**src/logic/branch_bit_defs.svh**
```systemverilog
// Constants for the branch and bit-set execute group.
// Assumes a 16-bit instruction word and byte-addressed program memory.
`ifndef BRANCH_BIT_DEFS_SVH
`define BRANCH_BIT_DEFS_SVH

`define OPC_BZC_HI     8'he1
`define OPC_RJMP_HI    5'h1a
`define OPC_FBS_HI     4'h8
`define OPC_TBSC_HI    4'hb
`define OPC_TBSS_HI    4'ha
`define BIT_IDX_LSB    9
`define ACCESS_BIT     8
`define INDEXED_MAX    8'h5f
`define ACCESS_SPLIT   8'h60
`define ACCESS_HI_BANK 4'hf
`define STEP_PC        21'h000002
`define Q1_RESET       4'h1

`endif

```
**src/logic/branch_bit_pkg.sv**
```systemverilog
// Types shared by the branch and bit-set execute group.
// Assumes the defs header is compiled alongside.
package branch_bit_pkg;

  typedef struct packed {
    logic        zero;
    logic        ext_en;
    logic [3:0]  bank;
    logic [7:0]  fsr2_low;
  } core_state_type;

  typedef struct packed {
    logic        we;
    logic [11:0] addr;
    logic [7:0]  wdata;
  } file_wr_type;

endpackage

```
**src/logic/file_addr_calc.sv**
```systemverilog
// File register address calculation for bit-oriented instructions.
// Assumes the core supplies bank and index base as levels.
`timescale 1ns/100ps
module file_addr_calc
  import branch_bit_pkg::*;
(
  input  wire logic [7:0]     i_faddr,
  input  wire logic           i_access_sel,
  input  wire core_state_type i_core,
  output logic [11:0]         o_addr
);
  `include "branch_bit_defs.svh"

  always_comb begin
    if (i_access_sel) begin
      o_addr = {i_core.bank, i_faddr};
    end else if (i_core.ext_en && i_faddr <= `INDEXED_MAX) begin
      // Indexed literal offset: base + literal, kept in one page
      o_addr = {4'h0, 8'(i_core.fsr2_low + i_faddr)};
    end else if (i_faddr < `ACCESS_SPLIT) begin
      o_addr = {4'h0, i_faddr};
    end else begin
      o_addr = {`ACCESS_HI_BANK, i_faddr};
    end
  end
endmodule

```
**src/logic/branch_bit_exec.sv**
```systemverilog
// Execute unit for the zero-clear branch, relative jump, bit set and
// bit test skip instructions. Runs a four-phase Q1..Q4 cycle.
// Assumes i_pc is already the incremented PC and file reads are combinational.
`timescale 1ns/100ps

// Overview of operation
// - Branch-if-zero-clear opcode E1 branches only while zero flag is 0.
// - Conditional offset is signed 8-bit, doubled to a byte displacement.
// - Target is incremented PC plus twice the signed offset.
// - Conditional branch takes two cycles taken, one cycle not taken.
// - Taken: Q4 writes PC then a full no-op cycle; untaken Q4 idle.
// - Relative jump 1101_0 with signed 11-bit offset always branches.
// - Relative jump doubles offset and ends with a no-op cycle.
// - File bit set sets selected bit, other bits unchanged.
// - Access flag 0 picks access bank, 1 uses bank select register.
// - Access 0, extended mode, address up to 95 uses indexed offset.
// - Skip-if-clear discards prefetched word when tested bit is 0.
// - Skip-if-set discards prefetched word when tested bit is 1.
module branch_bit_exec
  import branch_bit_pkg::*;
#(
  parameter int PC_W = 21
)(
  input  wire logic                            i_sys_clk,
  input  wire logic                            i_rst,
  input  wire logic                            i_instr_valid,
  input  wire logic [15:0]                     i_instr,
  input  wire logic [PC_W-1:0]                 i_pc,
  input  wire branch_bit_pkg::core_state_type  i_core,
  input  wire logic [7:0]                      i_file_rdata,
  output logic [11:0]                          o_file_addr,
  output branch_bit_pkg::file_wr_type          o_file_wr,
  output logic                                 o_pc_we,
  output logic [PC_W-1:0]                      o_pc_new,
  output logic                                 o_flush,
  output logic                                 o_status_we,
  output logic [3:0]                           o_phase
);
  import branch_bit_pkg::*;
  `include "branch_bit_defs.svh"

  // ------------------------------------------------------------------
  // State
  // ------------------------------------------------------------------
  typedef enum logic [3:0] {
    PH_Q1 = 4'b0001,
    PH_Q2 = 4'b0010,
    PH_Q3 = 4'b0100,
    PH_Q4 = 4'b1000
  } phase_type;

  typedef struct packed {
    phase_type       phase;
    logic [15:0]     ir;
    logic            nop_cycle;
    logic [7:0]      data;
    logic            take;
    logic [PC_W-1:0] target;
    logic            pc_we;
    logic [PC_W-1:0] pc_new;
    logic            flush;
    file_wr_type     wr;
  } state_type;

  state_type st_reg;
  state_type st_next;

  logic [11:0]     faddr;
  logic            is_bzc;
  logic            is_rjmp;
  logic            is_fbs;
  logic            is_tbsc;
  logic            is_tbss;
  logic [2:0]      bit_idx;
  logic [PC_W-1:0] disp;

  file_addr_calc u_addr (
    .i_faddr      (st_reg.ir[7:0]),
    .i_access_sel (st_reg.ir[`ACCESS_BIT]),
    .i_core       (i_core),
    .o_addr       (faddr)
  );

  // ------------------------------------------------------------------
  // Decode
  // ------------------------------------------------------------------
  assign is_bzc  = ~st_reg.nop_cycle && st_reg.ir[15:8] == `OPC_BZC_HI;
  assign is_rjmp = ~st_reg.nop_cycle && st_reg.ir[15:11] == `OPC_RJMP_HI;
  assign is_fbs  = ~st_reg.nop_cycle && st_reg.ir[15:12] == `OPC_FBS_HI;
  assign is_tbsc = ~st_reg.nop_cycle && st_reg.ir[15:12] == `OPC_TBSC_HI;
  assign is_tbss = ~st_reg.nop_cycle && st_reg.ir[15:12] == `OPC_TBSS_HI;
  assign bit_idx = st_reg.ir[`BIT_IDX_LSB +: 3];

  // Sign extend then double; the relative jump has 11 offset bits
  always_comb begin
    if (is_rjmp) begin
      disp = PC_W'({{(PC_W-11){st_reg.ir[10]}}, st_reg.ir[10:0]} << 1);
    end else begin
      disp = PC_W'({{(PC_W-8){st_reg.ir[7]}}, st_reg.ir[7:0]} << 1);
    end
  end

  // ------------------------------------------------------------------
  // Next state
  // ------------------------------------------------------------------
  always_comb begin
    st_next       = st_reg;
    st_next.pc_we = 1'b0;
    st_next.flush = 1'b0;
    st_next.wr.we = 1'b0;
    case (st_reg.phase)
      PH_Q1: begin
        st_next.phase = PH_Q2;
        st_next.take  = 1'b0;
      end
      PH_Q2: begin
        st_next.phase = PH_Q3;
        st_next.data  = i_file_rdata;
      end
      PH_Q3: begin
        st_next.phase  = PH_Q4;
        st_next.target = i_pc + disp;
        st_next.take   = is_rjmp ||
                         (is_bzc && !i_core.zero);
        if (is_fbs) begin
          st_next.data[bit_idx] = 1'b1;
        end
        if ((is_tbsc && !st_reg.data[bit_idx]) ||
            (is_tbss && st_reg.data[bit_idx])) begin
          st_next.take = 1'b1;
        end
      end
      PH_Q4: begin
        st_next.phase = PH_Q1;
        // Skipped word and taken branches both cost one no-op cycle
        st_next.nop_cycle = st_reg.take;
        st_next.flush     = st_reg.take;
        if (st_reg.take && (is_bzc || is_rjmp)) begin
          st_next.pc_we  = 1'b1;
          st_next.pc_new = st_reg.target;
        end
        if (is_fbs) begin
          st_next.wr.we    = 1'b1;
          st_next.wr.addr  = faddr;
          st_next.wr.wdata = st_reg.data;
        end
        st_next.ir = i_instr_valid ? i_instr : 16'h0000;
      end
      default: begin
        st_next.phase = PH_Q1;
      end
    endcase
  end

  always_ff @(posedge i_sys_clk or posedge i_rst) begin
    if (i_rst) begin
      st_reg       <= '0;
      st_reg.phase <= PH_Q1;
    end else begin
      st_reg <= st_next;
    end
  end

  // Write-side outputs are registered one edge late so they land in Q1
  assign o_file_addr = (st_reg.phase == PH_Q1) ? st_reg.wr.addr : faddr;
  assign o_file_wr   = st_reg.wr;
  assign o_pc_we     = st_reg.pc_we;
  assign o_pc_new    = st_reg.pc_new;
  assign o_flush     = st_reg.flush;
  assign o_status_we = 1'b0;
  assign o_phase     = st_reg.phase;
endmodule

```
**config.mk**
```make
export PLATFORM = sky130hd
export DESIGN_NAME = branch_bit_exec
export DESIGN_NICKNAME = d
export VERILOG_FILES = /design/src/logic/branch_bit_pkg.sv /design/src/logic/file_addr_calc.sv /design/src/logic/branch_bit_exec.sv
export VERILOG_INCLUDE_DIRS = /design/src /design/src/logic
export SDC_FILE = /design/constraint.sdc
export NUM_CORES = 1
export LEC_CHECK = 0
export ABC_AREA = 1
export BUFFER_PORTS_ARGS = -buffer_cell sky130_fd_sc_hd__buf_2
export CORE_ASPECT_RATIO = 0.5
export CORE_MARGIN = 4
export CORE_UTILIZATION = 25
export CTS_CLUSTER_DIAMETER = 150
export DETAILED_ROUTE_END_ITERATION = 10
export PLACE_DENSITY = 0.52
export SLEW_MARGIN = 15
export SYNTH_ARGS = -nofsm -noshare
export SYNTH_HDL_FRONTEND = slang
export SYNTH_SLANG_ARGS = --single-unit
export TNS_END_PERCENT = 5
```
**constraint.sdc**
```tcl
create_clock -name i_sys_clk -period 3.88 [get_ports i_sys_clk]
set_input_delay 0.582 -clock i_sys_clk [delete_from_list [all_inputs] [get_ports i_sys_clk]]
set_output_delay 0.582 -clock i_sys_clk [all_outputs]
set_load 0.03 [all_outputs]
```
After elaboration in Yosys (flattened, before gate mapping)
Cells that the tools add are included.
{"block": "op_classes", "order_cmp": 4, "addsub": 2, "mux": 18, "n_reduce_logical": 21, "bitwise_logic": 2, "eq_ne": 10}
{"operator": "two-way mux 12 bit", "count": 4}
{"operator": "two-way mux 44 bit", "count": 1}
{"operator": "two-way mux 21 bit", "count": 2}
{"operator": "two-way mux 22 bit", "count": 1}
{"operator": "adder 21 bit", "count": 1}
{"operator": "equality test 4 bit, second input constant", "count": 4}
{"operator": "two-way mux 16 bit", "count": 1}
{"operator": "one-hot mux 8 bit (2 select lines)", "count": 1}
{"operator": "one-hot mux 4 bit (3 select lines)", "count": 1}
{"operator": "logical AND 1 bit", "count": 11}
{"operator": "adder 8 bit", "count": 1}
{"operator": "equality test 8 bit, second input constant", "count": 1}
{"operator": "<= comparator 8 x 7 -> 1 bit, second input constant", "count": 1}
{"operator": "less-than comparator 8 x 7 -> 1 bit, second input constant", "count": 1}
{"operator": "two-way mux 8 bit", "count": 1}
{"operator": "bitwise OR 8 bit", "count": 1}
{"operator": "AND reduction 2 bit", "count": 3}
{"operator": "equality test 5 bit, second input constant", "count": 1}
{"operator": "equality test 4 x 1 -> 1 bit, second input constant", "count": 1}
{"operator": "equality test 4 x 2 -> 1 bit, second input constant", "count": 1}
{"operator": "equality test 4 x 3 -> 1 bit, second input constant", "count": 1}
{"operator": "less-than comparator 3 x 4 -> 1 bit, second input constant", "count": 1}
{"operator": "nonzero test 2 bit", "count": 2}
{"operator": "binary-select mux 1 bit (select 3 bit)", "count": 1}
{"operator": "8 further kinds", "count": 13}
{"block": "word_totals", "in_bits": 62, "register_bits": 95}

Longest topological paths before layout
Gate-level depths: netlist (run 1).
{"block": "logic_depth", "depth_word": 7, "depth_mapped": 17}

Modules after synthesis
Synthesis (run 1) repeated with hierarchy kept, for this count alone.
{"block": "unflattened", "cells_unflattened": 822, "hier_area_um2": 5974.5}
{"mod": "branch_bit_exec", "instances": 1, "cells_per_inst": 728, "area_each_um2": 5477.8}
{"mod": "file_addr_calc", "instances": 1, "cells_per_inst": 94, "area_each_um2": 496.7}

Worst setup path before layout (run 1)
Ideal clock, no wire load.
{"block": "synth_path", "path_kind": "input port to output port", "start": "input i_core[0] (netlist bit)", "end": "output o_file_addr[4]", "cell_stages": 8, "path_buffers": 0, "slack_ns": 0.985, "arrival_ns": 2.313, "required_time_ns": 3.298, "path_cell_list": "ha_1 inv_1 fa_1 o21ai_0 xnor2_1 nand2_1 o21ai_0 o21ai_0"}
{"block": "synth_between", "elab_chain_cells": 4}
{"item": "from (decl)", "line": "branch_bit_exec.sv:29", "text": "input wire branch_bit_pkg::core_state_type i_core,"}
{"item": "adder 8 bit", "line": "file_addr_calc.sv:19", "text": "o_addr = {4'h0, 8'(i_core.fsr2_low + i_faddr)};"}
{"item": "two-way mux 12 bit", "line": "file_addr_calc.sv:17", "text": "end else if (i_core.ext_en && i_faddr <= `INDEXED_MAX) begin"}
{"item": "two-way mux 12 bit", "line": "file_addr_calc.sv:15", "text": "if (i_access_sel) begin"}
{"item": "two-way mux 12 bit", "line": "branch_bit_exec.sv:165", "text": "assign o_file_addr = (st_reg.phase == PH_Q1) ? st_reg.wr.addr : faddr;"}
{"item": "to (decl)", "line": "branch_bit_exec.sv:31", "text": "output logic [11:0] o_file_addr,"}
Every way passes these cells.

Worst setup path after layout (run 1)
{"block": "layout_path", "start": "register st_reg[75] (netlist bit)", "end": "output o_file_addr[4]"}
{"block": "layout_between", "elab_chain_cells": 5, "elab_cells_between_ends": 6, "cone_classes": "add/sub (1); order compare (1); mux (3); reduce/logical (1)"}
{"item": "from (decl)", "line": "branch_bit_exec.sv:65", "text": "state_type st_reg;"}
{"item": "from (signal assigned)", "line": "branch_bit_exec.sv:160", "text": "st_reg <= st_next;"}
{"item": "<= comparator 8 x 7 -> 1 bit (no line)"}
{"item": "logical AND 1 bit (no line)"}
{"item": "two-way mux 12 bit *", "line": "file_addr_calc.sv:17"}
{"item": "two-way mux 12 bit *", "line": "file_addr_calc.sv:15"}
{"item": "two-way mux 12 bit *", "line": "branch_bit_exec.sv:165"}
Every way passes the cells marked *; elsewhere a longest branch is shown, timed or not.

==> implementation parameters, run 1 <==
Parameter                              Value

Run status
  Result of the run    completed

Die
  Floorplan die area    26,500 um2
  Placeable core area    23,100 um2
  Total number of placement rows    39
  I/O Pins    123
  Effective utilization at floorplan    25.7%
  Die extent in x    226 um
  Die Y-Extent    117 um

Cells and area
  Fraction of final layout cells with drive strength greater than 1    17.9%
  Area of all sequential standard cells    2380 um2
  Fill cells    2,533
  Total area of multi-input combinational cells    2750 um2
  End-of-flow core utilization    29.5%
  Area growth from synthesis to layout    14.7%
  Final net count    969
  Flip-flop count of the largest register, all copies and words added    44

STA
  Share of the cycle needed by the critical path after routing    76.8%
  Slew at the pin with the worst max-slew slack    1.00 ns
  Max-slew headroom at the worst pin    33.2%
  RSZ-0062 raised after global routing    false
  Final hold violation count    0
  Number of max-slew violations in the final report    0
  Setup clock skew after layout    0.00858 ns
  Fin Hold WS    0.452 ns
  Clock period minus final worst setup slack    2.98 ns
  Total of endpoints with negative setup slack in the final report    0
  Max frequency    335 MHz
  TNS Setup    0 ns

CTS
  Number of buffers inserted by hold repair at cts    0
  Deepest clock path buffer count    2
  Inserted Clock Buffers    9
  Count of instances resized after the clock tree is built    0
  Clock latency at the later pin of the worst-skew pair    0.35 ns
  TritonCTS clock tree    built
  Number of levels in the clock H-tree    3
  Clock Pin Slew Worst Setup and Hold Paths    0.06 ns
  Number of clock sinks seen by CTS    95
  Clock Root Buffer    sky130_fd_sc_hd__clkbuf_16
  Total setup buffers inserted after CTS    0

Min path
  Cells on Worst Hold Path    3
  Hold wc startpoint    i_pc[0]
  Endpoint of the worst hold-timing path    st_reg[44]
  Kind of path behind the tightest hold check    input port to flip-flop

Global route
  Antenna violations before repair    4
  Pin count of the biggest net entering global routing    79
  Global route total overflow    0
  Number of global-route vias before repair    5,218
  Total track usage    12.8%
  Wire length of the first global-routing pass    27,000 um

Synthesis
  Synthesized flop and latch total    95
  Post-synthesis average cell area    7.36 um2
  Largest area contributor in the synthesized netlist    sky130_fd_sc_hd__dfrtp_1
  Register area share after synthesis    40.0%
  Cell types occupying the most area after synthesis    sky130_fd_sc_hd__dfrtp_1 40%, sky130_fd_sc_hd__nand2_1 16%, sky130_fd_sc_hd__o21ai_0 6.3%
  Warning count from the yosys run    0
  Post-Syn Area    5940 um2
  Number of instances in the synthesized netlist    808
  Net Count, Synth    900
  Area share of the largest cell type after synthesis    39.6%
  Distinct cell type count after synthesis    35

Setup path
  Total stage count of the critical path    9
  Arrival time of the worst setup path    2.40 ns
  Largest delay share family, worst path    compound AO/OA/AOI/OAI gates
  Reg2reg end    st_reg[62]
  Setup slack on the worst flop-to-flop path    1.23 ns
  Cells on worst reg2reg path    16
  Largest fanout of any net on the critical path    4
  Largest stage delay on the critical path    0.41 ns
  Critical path buffer and inverter count    2
  Slowest cell on the critical path    sky130_fd_sc_hd__dfrtp_1
  Most numerous cell on the critical path    sky130_fd_sc_hd__o21ai_0
  Critical Path RT    3.30 ns
  Worst reg2reg startpoint    st_reg[74]
  Startpoint type of the worst setup path    flip-flop
  Critical path cell sequence    ha_1 -> inv_1 -> fa_1 -> o21ai_0 -> xnor2_1 -> nand2_1 -> o21ai_0 -> o21ai_0 -> buf_2
  Critical path start-end classification    flip-flop to primary output
  Critical Path End Type    primary output
  Worst setup path start    st_reg[75]

Power and ir drop
  Power Dens Cells    399 nW/um2
  Share of power burned in the clock network    34.6%
  Largest vdd supply drop    200 uV
  Internal portion of total power    1850 uW
  Sw Ratio    31.9%
  Combinational cell fraction of total power    23.3%
  Proportion of power drawn by flip-flops and latches    42.1%
  Total power after layout    2720 uW
  Psw    866 uW
  Leakage power    0.00364 uW

Drt
  DRC viols    0
  Routed WL per cell    13.8 um
  Final wirelength    16,400 um
  Pre-Repair DR Iteration Count    4
  Via count    5,174
  Vias per cell    4.34
  Detailed Route Iter0 Violations    205
  Routed Antenna Nets    0

Job
  Number of violations of the max-capacitance limit    0

Placement
  Quantity of I/O buffers inserted on ports    121
  Post-DP HPWL    12,900 um
  Final weighted congestion in routability-driven placement    0.931
## cells by family (layout without fill, tap and decap cells)
family	count (synthesis)	in the layout	share of synthesized area [%]
other	1	3	0.0631
AO/OA/AOI/OAI	117	117	10.5
XOR/XNOR	9	9	1.33
buffers and inverters	160	234	13.7
flip-flops	95	95	40.0
adder cells (fa/ha/maj)	30	30	6.57
AND/OR/NAND/NOR	396	396	27.8
## cell usage in the layout (no fill, tap or decap), drive strengths merged, types with 3 or more instances in the layout
| cell | instances |
|---|---|
| nor4 | 4 |
| nor2 | 42 |
| buf | 126 |
| a21oi | 28 |
| o21ai | 82 |
| clkbuf | 12 |
| ha | 28 |
| o21bai | 4 |
| xnor2 | 7 |
| nand4 | 3 |
| nand3b | 5 |
| dfrtp | 94 |
| o22ai | 3 |
| nand2 | 261 |
| inv | 91 |
| nor3 | 11 |
| nand3 | 67 |
## worst max-delay path by stage
stage,slack [ns],end
2_1_floorplan,0.82,bit_idx[0]
3_3_place_gp,1.04,o_file_addr[6]
3_5_place_dp,1.02,o_file_addr[4]
4_1_cts,0.88,o_file_addr[4]
5_1_grt,0.67,o_file_addr[6]
6_report,0.90,o_file_addr[4]
## power groups by stage
stage | Sequential (uW) | Combinational, uW | Clock, uW
floorplan | 1140 | 514 | 0
global placement | 1160 | 635 | 0
detailed placement | 1160 | 639 | 0
CTS | 1140 | 642 | 972
global route | 1160 | 714 | 1010
finish | 1140 | 634 | 939
## final cells by class
type	instances	share of cell area (%)
well taps	307	5.64
flip-flops and latches	95	34.9
clock buffers	12	3.47
repair buffers	126	9.43
inverters	92	5.10
clock inverters	4	1.06
diodes	2	0.0734
multi-input cells	553	40.3
## through the flow
stage	instance area [um2]	setup slack, ns	std cells
2_1_floorplan	5940	0.823	808
3_3_place_gp	6500	1.04	1173
3_5_place_dp	6500	1.02	1173
4_1_cts	6810	0.882	1189
5_1_grt	6820	0.672	1191
6_report	6820	0.899	1191
## per-layer routing
metal | up-vias | share of wire, % | track usage (%)
li1 | 2677 | - | -
met1 | 2415 | 48 | 16.9
met2 | 64 | 48 | 21.7
met3 | 14 | 3.7 | 2.59
met4 | 4 | 0.84 | 3.28
met5 | - | 0.085 | 0
## tightest hold or removal path: stages
cell	delay (ns)
sky130_fd_sc_hd__buf_2	0.08
sky130_fd_sc_hd__nand2_1	0.04
sky130_fd_sc_hd__o21ai_0	0.06
## cells in the mapped netlist
| library cell | instances |
|---|---|
| sky130_fd_sc_hd__nand2_1 | 260 |
| sky130_fd_sc_hd__dfrtp_1 | 94 |
| sky130_fd_sc_hd__inv_1 | 86 |
| sky130_fd_sc_hd__o21ai_0 | 75 |
| sky130_fd_sc_hd__nand3_1 | 67 |
| sky130_fd_sc_hd__buf_4 | 48 |
| sky130_fd_sc_hd__nor2_1 | 41 |
| sky130_fd_sc_hd__a21oi_1 | 28 |
| sky130_fd_sc_hd__ha_1 | 28 |
| sky130_fd_sc_hd__clkbuf_1 | 9 |
| sky130_fd_sc_hd__nor3_1 | 9 |
| sky130_fd_sc_hd__buf_2 | 7 |
| sky130_fd_sc_hd__xnor2_1 | 7 |
| sky130_fd_sc_hd__o21ai_2 | 6 |
| sky130_fd_sc_hd__inv_2 | 5 |
| sky130_fd_sc_hd__nand3b_1 | 5 |
| sky130_fd_sc_hd__nor4_1 | 4 |
| sky130_fd_sc_hd__o21bai_1 | 4 |
| sky130_fd_sc_hd__nand4_1 | 3 |
| sky130_fd_sc_hd__o22ai_1 | 3 |
| sky130_fd_sc_hd__buf_6 | 2 |
| sky130_fd_sc_hd__fa_1 | 2 |
| sky130_fd_sc_hd__or2_2 | 2 |
| sky130_fd_sc_hd__xor2_1 | 2 |
| sky130_fd_sc_hd__and2_1 | 1 |
| sky130_fd_sc_hd__buf_1 | 1 |
| sky130_fd_sc_hd__buf_8 | 1 |
| sky130_fd_sc_hd__clkinv_1 | 1 |
| sky130_fd_sc_hd__conb_1 | 1 |
| sky130_fd_sc_hd__dfstp_2 | 1 |
| sky130_fd_sc_hd__nand2_2 | 1 |
| sky130_fd_sc_hd__nor2_4 | 1 |
| sky130_fd_sc_hd__nor3_2 | 1 |
| sky130_fd_sc_hd__nor3_4 | 1 |
| sky130_fd_sc_hd__o21ai_1 | 1 |
(Power assumes the default switching activity.)
==> run 2: changes to the inputs <==
--- a/config.mk
+++ b/config.mk
@@ -6,14 +6,14 @@
 export SDC_FILE = /design/constraint.sdc
 export NUM_CORES = 1
 export LEC_CHECK = 0
-export ABC_AREA = 1
+export ABC_AREA = 0
 export BUFFER_PORTS_ARGS = -buffer_cell sky130_fd_sc_hd__buf_2
 export CORE_ASPECT_RATIO = 0.5
 export CORE_MARGIN = 4
 export CORE_UTILIZATION = 25
 export CTS_CLUSTER_DIAMETER = 150
 export DETAILED_ROUTE_END_ITERATION = 10
-export PLACE_DENSITY = 0.52
+export PLACE_DENSITY = 0.53
 export SLEW_MARGIN = 15
 export SYNTH_ARGS = -nofsm -noshare
 export SYNTH_HDL_FRONTEND = slang
==> constraint.sdc (replaced) <==
create_clock -name i_sys_clk -period 2.48 [get_ports i_sys_clk]
set_input_delay 0.372 -clock i_sys_clk [delete_from_list [all_inputs] [get_ports i_sys_clk]]
set_output_delay 0.372 -clock i_sys_clk [all_outputs]
set_load 0.03 [all_outputs]
==> run 2 against run 1 <==
  * Via count decreased by 6.6%
  * Clock skew increased by 0.0091 ns
  * The flow now finishes with violations (negative setup slack)
  * Critical endpoint is now o_file_addr[6]
  * Non-clock buffer count grew 75
  * Die area decreased by 1.2%
  * Largest power group unchanged
  * Register-to-register slack lost 1.5 ns
  * Routed wire length is 0.33% lower
  * Global-route usage fell by 0.20 points
  * Flip-flop and latch count is the same
  * Combinational power is 89% higher
  * Cell area increased by 9.6%
  * Cell count decreased by 8.6%
  * Sequential share of layout area decreased by 3.1 points
==> implementation parameters, run 2 <==
Parameter                              Value

Synthesis
  Number of instances in the synthesized netlist    640 (-21%)
  Synthesized flop and latch total    95 (unchanged)
  Primary flip-flop cell chosen by synthesis mapping    sky130_fd_sc_hd__dfrtp_1
  Register area share after synthesis    40.5% (+0.49 points)
  Cell types occupying the most area after synthesis    sky130_fd_sc_hd__dfrtp_1 40%, sky130_fd_sc_hd__nand2_1 8.2%, sky130_fd_sc_hd__buf_4 6.1%
  Number of synthesized flops with an enable pin    0 (unchanged)
  Net Count, Synth    732 (-19%)
  Warning count from the yosys run    0 (unchanged)
  Post-synthesis average cell area    9.17 um2 (+25%)
  Distinct cell type count after synthesis    62 (+77%)
  Most common cell in the netlist    sky130_fd_sc_hd__nand2_1
  Post-Syn Area    5870 um2 (-1.2%)
  FFs w/ async S/R, synth    100% (unchanged)
  Commonest cells post-synth    129 x sky130_fd_sc_hd__nand2_1, 94 x sky130_fd_sc_hd__dfrtp_1, 58 x sky130_fd_sc_hd__o21ai_0
  Area share of the largest cell type after synthesis    40.1% (+0.49 points)
  Largest area contributor in the synthesized netlist    sky130_fd_sc_hd__dfrtp_1

Drt
  Detailed Route Iter0 Violations    205 (unchanged)
  Pre-Repair DR Iteration Count    5 (+1)
  DRC viols    0 (unchanged)
  Routed WL per cell    15.0 um (+9.0%)
  Final wirelength    16,300 um (-0.33%)
  Vias per cell    4.44 (+2.2%)
  Via count    4,833 (-6.6%)
  Routed Antenna Nets    0 (unchanged)

Cells and area
  Area of all sequential standard cells    2380 um2 (unchanged)
  Final net count    867 (-11%)
  Post-route standard cell area excluding fillers    7470 um2 (+9.6%)
  Flip-flop count of the largest register, all copies and words added    44 (unchanged)
  Area growth from synthesis to layout    27.3%
  Non-filler cells in the finished layout    1,089 (-8.6%)
  Total area of multi-input combinational cells    3060 um2 (+11%)
  Leading cell type in the layout, fill and taps excluded    sky130_fd_sc_hd__nand2_1
  Fill cells    2,420 (-4.5%)
  Fraction of final layout cells with drive strength greater than 1    36.8% (+19 points)
  Most frequent cells in the layout    125 x sky130_fd_sc_hd__nand2_1, 115 x sky130_fd_sc_hd__buf_2, 94 x sky130_fd_sc_hd__dfrtp_1, 79 x sky130_fd_sc_hd__buf_4, 54 x sky130_fd_sc_hd__o21ai_0

Power and ir drop
  Leakage power    0.00372 uW (+2.1%)
  Sw Ratio    33.9% (+2.0 points)
  Total power after layout    4370 uW (+61%)
  Psw    1480 uW (+71%)
  Combinational cell fraction of total power    27.4% (+4.1 points)
  Proportion of power drawn by flip-flops and latches    41.2% (-0.9 points)
  Largest vdd supply drop    269 uV (+34%)
  Share of power burned in the clock network    31.4% (-3.2 points)
  Power Dens Cells    585 nW/um2 (+47%)
  Internal portion of total power    2890 uW (+56%)

Die
  Placeable core area    22,900 um2 (-0.63%)
  Total number of placement rows    39 (unchanged)
  I/O Pins    123 (unchanged)
  Effective utilization at floorplan    25.6% (-0.15 points)
  Die Y-Extent    116 um (-0.57%)
  Die extent in x    225 um (-0.59%)
  Floorplan die area    26,100 um2 (-1.2%)

Setup path
  Critical path start-end classification    flip-flop to primary output
  Arrival time of the worst setup path    2.53 ns (+0.13 ns)
  Setup slack on the worst flop-to-flop path    -0.22 ns (-1.45 ns)
  Critical Path RT    2.11 ns (-1.19 ns)
  Startpoint type of the worst setup path    flip-flop
  Critical Path End Type    primary output
  Largest fanout of any net on the critical path    2 (-2)

STA
  Number of max-slew violations in the final report    0 (unchanged)
  Fin Hold WS    0.107 ns (-0.345 ns)
  Final hold violation count    0 (unchanged)
  Max-slew headroom at the worst pin    55.3% (+22 points)
  RSZ-0062 raised after global routing    true
  Max frequency    345 MHz
  Slew at the pin with the worst max-slew slack    0.669 ns (-0.333 ns)
  Total of endpoints with negative setup slack in the final report    13 (+13)
  Share of the cycle needed by the critical path after routing    117%
  Clock period minus final worst setup slack    2.90 ns
  Minimum setup slack in the final design    -0.421 ns (-1.32 ns)
  Setup clock skew after layout    0.0177 ns (+0.00907 ns)

Global route
  Global route total overflow    0 (unchanged)
  Pin count of the biggest net entering global routing    35 (-56%)
  Wire length of the first global-routing pass    26,000 um (-3.7%)
  Antenna violations before repair    2 (-2)
  Number of global-route vias before repair    4,924 (-5.6%)
  Total track usage    12.6% (-0.20 points)

CTS
  Number of clock sinks seen by CTS    95 (unchanged)
  TritonCTS clock tree    built
  Clock Root Buffer    sky130_fd_sc_hd__clkbuf_16
  Clock latency at the later pin of the worst-skew pair    0.36 ns (about the same)
  Number of levels in the clock H-tree    3 (unchanged)
  Clock Pin Slew Worst Setup and Hold Paths    0.08 ns (+0.02 ns)
  Number of buffers inserted by hold repair at cts    0 (unchanged)
  Inserted Clock Buffers    9 (unchanged)
  Deepest clock path buffer count    2 (unchanged)

Run status
  Violated checks    negative setup slack
  Result of the run    finished, violations left

Placement
  Placed instance area    6890 um2 (+5.9%)
  Post-DP HPWL    12,700 um (-1.5%)
  Worst Setup Slack post-DPL    -0.323 ns (-1.35 ns)
  Number of instances in the placed design    1,062 (-9.5%)
  Final weighted congestion in routability-driven placement    0.830 (-11%)
  Quantity of I/O buffers inserted on ports    121 (unchanged)

Min path
  Kind of path behind the tightest hold check    input port to async pin

Job
  Number of violations of the max-capacitance limit    0 (unchanged)
run 2: changes by cell type after synthesis, moves of 7 or more:
cell | previous run | this run
sky130_fd_sc_hd__o21ai_0 | 75 | 58
sky130_fd_sc_hd__mux2_4 | 0 | 19
sky130_fd_sc_hd__nor2_1 | 41 | 31
sky130_fd_sc_hd__nand2_1 | 260 | 129
sky130_fd_sc_hd__o21a_1 | 0 | 7
sky130_fd_sc_hd__a31oi_1 | 0 | 12
sky130_fd_sc_hd__nand3_1 | 67 | 5
sky130_fd_sc_hd__a21oi_1 | 28 | 47
sky130_fd_sc_hd__a21o_1 | 0 | 17
sky130_fd_sc_hd__inv_1 | 86 | 18
run 2: area by class of cell:
| cell class | instances | area share [%] |
|---|---|---|
| Antenna cell | 2 | 0.0670 |
| Clock buffer | 9 | 3.01 |
| Clock inverter | 7 | 0.837 |
| Inverter | 20 | 1.06 |
| Multi-Input combinational cell | 448 | 41.0 |
| Sequential cell | 95 | 31.8 |
| Tap cell | 307 | 5.14 |
| Timing Repair Buffer | 201 | 17.0 |
run 2: final timing paths:
path | depth (start not counted) | to | from
min in group i_sys_clk | 3 | st_reg[44] | i_pc[0]
setup reg to reg | 12 | st_reg[63] | bit_idx[2]
max in group asynchronous | 3 | o_phase[0] | i_rst
setup / recovery | 11 | o_file_addr[6] | st_reg[75]
hold / removal | 2 | o_file_wr[13] | i_rst
hold reg to reg | 2 | st_reg[53] | st_reg[53]
run 2: power groups by stage:
stage | combinational, uW | sequential (uW) | clock (uW)
5_1_grt | 1320 | 1820 | 1490
4_1_cts | 1170 | 1800 | 1430
3_5_place_dp | 1120 | 1830 | 0
3_3_place_gp | 1110 | 1830 | 0
2_1_floorplan | 834 | 1800 | 0
6_report | 1200 | 1800 | 1370
run 2: cell families after synthesis:
kind of cell	share of synthesized area [%]
mux	6.52
fa+ha+maj	6.65
xor+xnor	2.83
simple gates	15.3
flops	40.5
other cells	0.0639
compound gates	17.4
buf+inv	10.7
run 2: what timing repair did:
action                                  4_1_cts  5_1_grt
hold endpoints to repair                      0        0
resized for setup                            32       21
endpoints found under the setup margin       16       20
cloned                                        0        0
pin swaps                                    15        6
buffers inserted                              8        1
run 2: metrics by stage:
step	TNS (ns)	util [%]
detailed placement	-2.10	30.0
finish	-2.50	32.6
CTS	-2.60	32.0
floorplan	-1.25	-
global route	-4.84	32.6
global placement	-1.64	30.0
run 2: worst max-delay path: stages, from the launching register on:
cell and delay [ns]:
sky130_fd_sc_hd__dfrtp_1 0.38, sky130_fd_sc_hd__ha_2 0.19, sky130_fd_sc_hd__inv_2 0.04, sky130_fd_sc_hd__fa_2 0.34
sky130_fd_sc_hd__nor2b_2 0.14, sky130_fd_sc_hd__o21ai_1 0.10, sky130_fd_sc_hd__a21boi_1 0.21, sky130_fd_sc_hd__o21a_1 0.16
sky130_fd_sc_hd__nor3_1 0.05, sky130_fd_sc_hd__o31a_1 0.28, sky130_fd_sc_hd__a21oi_2 0.15, sky130_fd_sc_hd__buf_6 0.14
run 2: routing by layer:
metal / global-route usage, % / vias up / part of all wire, %
met5: 0 / - / 0
met4: 4.16 / 0 / 1.9
met3: 2.69 / 19 / 2.5
met2: 22.4 / 62 / 51
met1: 15.3 / 2319 / 45
li1: - / 2433 / -
==> run 3: changes to the inputs <==
--- a/config.mk
+++ b/config.mk
@@ -14,6 +14,7 @@
 export CTS_CLUSTER_DIAMETER = 150
 export DETAILED_ROUTE_END_ITERATION = 10
 export PLACE_DENSITY = 0.53
+export SETUP_SLACK_MARGIN = 0.02
 export SLEW_MARGIN = 15
 export SYNTH_ARGS = -nofsm -noshare
 export SYNTH_HDL_FRONTEND = slang
==> run 3 against run 2 <==
  * The run still ends with negative setup slack left
  * Register-to-register slack better by 0.02 ns
  * Routed wire length is 0.51% higher
  * Critical path depth stayed put
  * Sequential power hardly changed
  * Clock power hardly changed
  * Sequential share of layout area is 0.15 points higher
  * Die area stayed put
  * Largest power group unchanged
==> implementation parameters, run 3 (synthesis results as in run 2) <==
Parameter                              Value

Global route
  Total track usage    12.6% (+0.016 points)
  Global route total overflow    0 (unchanged)
  Antenna violations before repair    2 (unchanged)
  Pin count of the biggest net entering global routing    35 (unchanged)
  Wire length of the first global-routing pass    26,000 um (about the same)
  Number of global-route vias before repair    4,934 (+0.20%)

Setup path
  Worst reg2reg startpoint    bit_idx[2]
  Setup slack on the worst flop-to-flop path    -0.20 ns (+0.02 ns)
  Critical Path End Type    primary output
  Reg2reg end    st_reg[63]
  Critical path start-end classification    flip-flop to primary output
  Critical Path RT    2.11 ns (about the same)
  Arrival time of the worst setup path    2.53 ns (about the same)
  Cells on worst reg2reg path    12 (unchanged)
  Largest fanout of any net on the critical path    2 (unchanged)
  Startpoint type of the worst setup path    flip-flop

Power and ir drop
  Sw Ratio    33.8% (about the same)
  Combinational cell fraction of total power    27.3% (about the same)
  Power Dens Cells    587 nW/um2 (+0.27%)
  Largest vdd supply drop    269 uV (+0.10%)
  Total power after layout    4360 uW (-0.20%)
  Leakage power    0.00372 uW (about the same)
  Psw    1480 uW (-0.22%)
  Share of power burned in the clock network    31.4% (about the same)
  Proportion of power drawn by flip-flops and latches    41.3% (about the same)
  Internal portion of total power    2890 uW (-0.19%)

Drt
  Routed Antenna Nets    0 (unchanged)
  Final wirelength    16,400 um (+0.51%)
  Detailed Route Iter0 Violations    218 (+6.3%)
  Via count    4,856 (+0.48%)
  DRC viols    0 (unchanged)
  Routed WL per cell    15.1 um (+0.51%)
  Vias per cell    4.46 (+0.48%)
  Pre-Repair DR Iteration Count    4 (-1)

Placement
  Placed instance area    6890 um2 (unchanged)
  Worst Setup Slack post-DPL    -0.323 ns (unchanged)
  Quantity of I/O buffers inserted on ports    121 (unchanged)
  Final weighted congestion in routability-driven placement    0.830 (unchanged)
  Number of instances in the placed design    1,062 (unchanged)
  Post-DP HPWL    12,700 um (unchanged)

CTS
  Inserted Clock Buffers    9 (unchanged)
  Clock Root Buffer    sky130_fd_sc_hd__clkbuf_16
  Clock Pin Slew Worst Setup and Hold Paths    0.08 ns (about the same)
  Number of buffers inserted by hold repair at cts    0 (unchanged)
  TritonCTS clock tree    built
  Deepest clock path buffer count    2 (unchanged)
  Clock latency at the later pin of the worst-skew pair    0.36 ns (about the same)
  Number of clock sinks seen by CTS    95 (unchanged)
  Number of levels in the clock H-tree    3 (unchanged)

STA
  Setup clock skew after layout    0.0181 ns (+0.000421 ns)
  Max frequency    345 MHz (about the same)
  Slew at the pin with the worst max-slew slack    0.671 ns (+0.00237 ns)
  Max-slew headroom at the worst pin    55.2% (-0.16 points)
  Share of the cycle needed by the critical path after routing    117% (about the same)
  Total of endpoints with negative setup slack in the final report    14 (+1)
  Final hold violation count    0 (unchanged)
  Clock period minus final worst setup slack    2.90 ns (+0.000852 ns)
  Number of max-slew violations in the final report    0 (unchanged)
  RSZ-0062 raised after global routing    true
  Minimum setup slack in the final design    -0.422 ns (-0.000852 ns)

Die
  Die Y-Extent    116 um (unchanged)
  Effective utilization at floorplan    25.6% (unchanged)
  Floorplan die area    26,100 um2 (unchanged)
  Die extent in x    225 um (unchanged)
  Placeable core area    22,900 um2 (unchanged)
  I/O Pins    123 (unchanged)
  Total number of placement rows    39 (unchanged)

Job
  Number of violations of the max-capacitance limit    0 (unchanged)

Cells and area
  Most frequent cells in the layout    126 x sky130_fd_sc_hd__nand2_1, 115 x sky130_fd_sc_hd__buf_2, 94 x sky130_fd_sc_hd__dfrtp_1, 79 x sky130_fd_sc_hd__buf_4, 55 x sky130_fd_sc_hd__o21ai_0
  Area growth from synthesis to layout    26.7%
  Non-filler cells in the finished layout    1,089 (unchanged)
  End-of-flow core utilization    32.4% (-0.15 points)
  Leading cell type in the layout, fill and taps excluded    sky130_fd_sc_hd__nand2_1
  Fraction of final layout cells with drive strength greater than 1    36.3% (-0.51 points)
  Final net count    867 (unchanged)
  Post-route standard cell area excluding fillers    7440 um2 (-0.47%)
  Flip-flop count of the largest register, all copies and words added    44 (unchanged)

Run status
  Violated checks    negative setup slack
  Result of the run    finished, violations left

Min path
  Kind of path behind the tightest hold check    input port to async pin
run 3: cell counts in the layout (fill, tap and decap cells not counted):
Identical to the previous run, type by type.
run 3: power groups by stage:
stage	clock, uW	combinational (uW)	sequential, uW
2_1_floorplan	0	834	1800
5_1_grt	1490	1310	1820
6_report	1370	1190	1800
4_1_cts	1430	1170	1800
3_3_place_gp	0	1110	1830
3_5_place_dp	0	1120	1830
run 3: critical path, stage by stage, from the launching register on:
cell and delay, ns:
sky130_fd_sc_hd__dfrtp_1 0.38, sky130_fd_sc_hd__ha_2 0.19, sky130_fd_sc_hd__inv_2 0.04, sky130_fd_sc_hd__fa_2 0.34, sky130_fd_sc_hd__nor2b_2 0.14, sky130_fd_sc_hd__o21ai_1 0.10
sky130_fd_sc_hd__a21boi_1 0.22, sky130_fd_sc_hd__o21a_1 0.16, sky130_fd_sc_hd__nor3_1 0.05, sky130_fd_sc_hd__o31a_1 0.28, sky130_fd_sc_hd__a21oi_2 0.14, sky130_fd_sc_hd__buf_6 0.14
run 3: per-stage QoR:
step / TNS [ns] / hold WS [ns]
global route: -4.98 / 0.135
global placement: -1.64 / 0.460
detailed placement: -2.10 / 0.461
finish: -2.48 / 0.107
CTS: -2.56 / 0.100
floorplan: -1.25 / 0.444
run 3: how the worst max path moves through the flow:
stage,start,to,cells past startpoint
detailed placement,bit_idx[2],st_reg[63],12
CTS,st_reg[75],o_file_addr[6],11
global route,st_reg[75],o_file_addr[4],13
global placement,st_reg[74],st_reg[63],12
floorplan,bit_idx[2],st_reg[63],14
finish,st_reg[75],o_file_addr[6],11
run 3: area by class of cell:
class | instances | area (um2)
clock inverters | 7 | 62.6
diodes | 2 | 5.00
flip-flops and latches | 95 | 2380
well taps | 307 | 384
fillers | 2416 | 15500
multi-input cells | 448 | 3030
repair buffers | 201 | 1270
clock buffers | 9 | 225
inverters | 20 | 78.8
run 3: layer usage:
metal | up-vias | track usage (%) | wire length, um
met5 | - | 0 | 0
met4 | 0 | 4.16 | 298
met3 | 17 | 2.69 | 416
met2 | 65 | 22.5 | 8290
met1 | 2345 | 15.3 | 7420
li1 | 2429 | - | -
run 3: what timing repair did:
item,in CTS,in global routing
buffers inserted,8,1
pin swaps,15,6
gates resized for setup,34,14
setup endpoints to repair,17,20
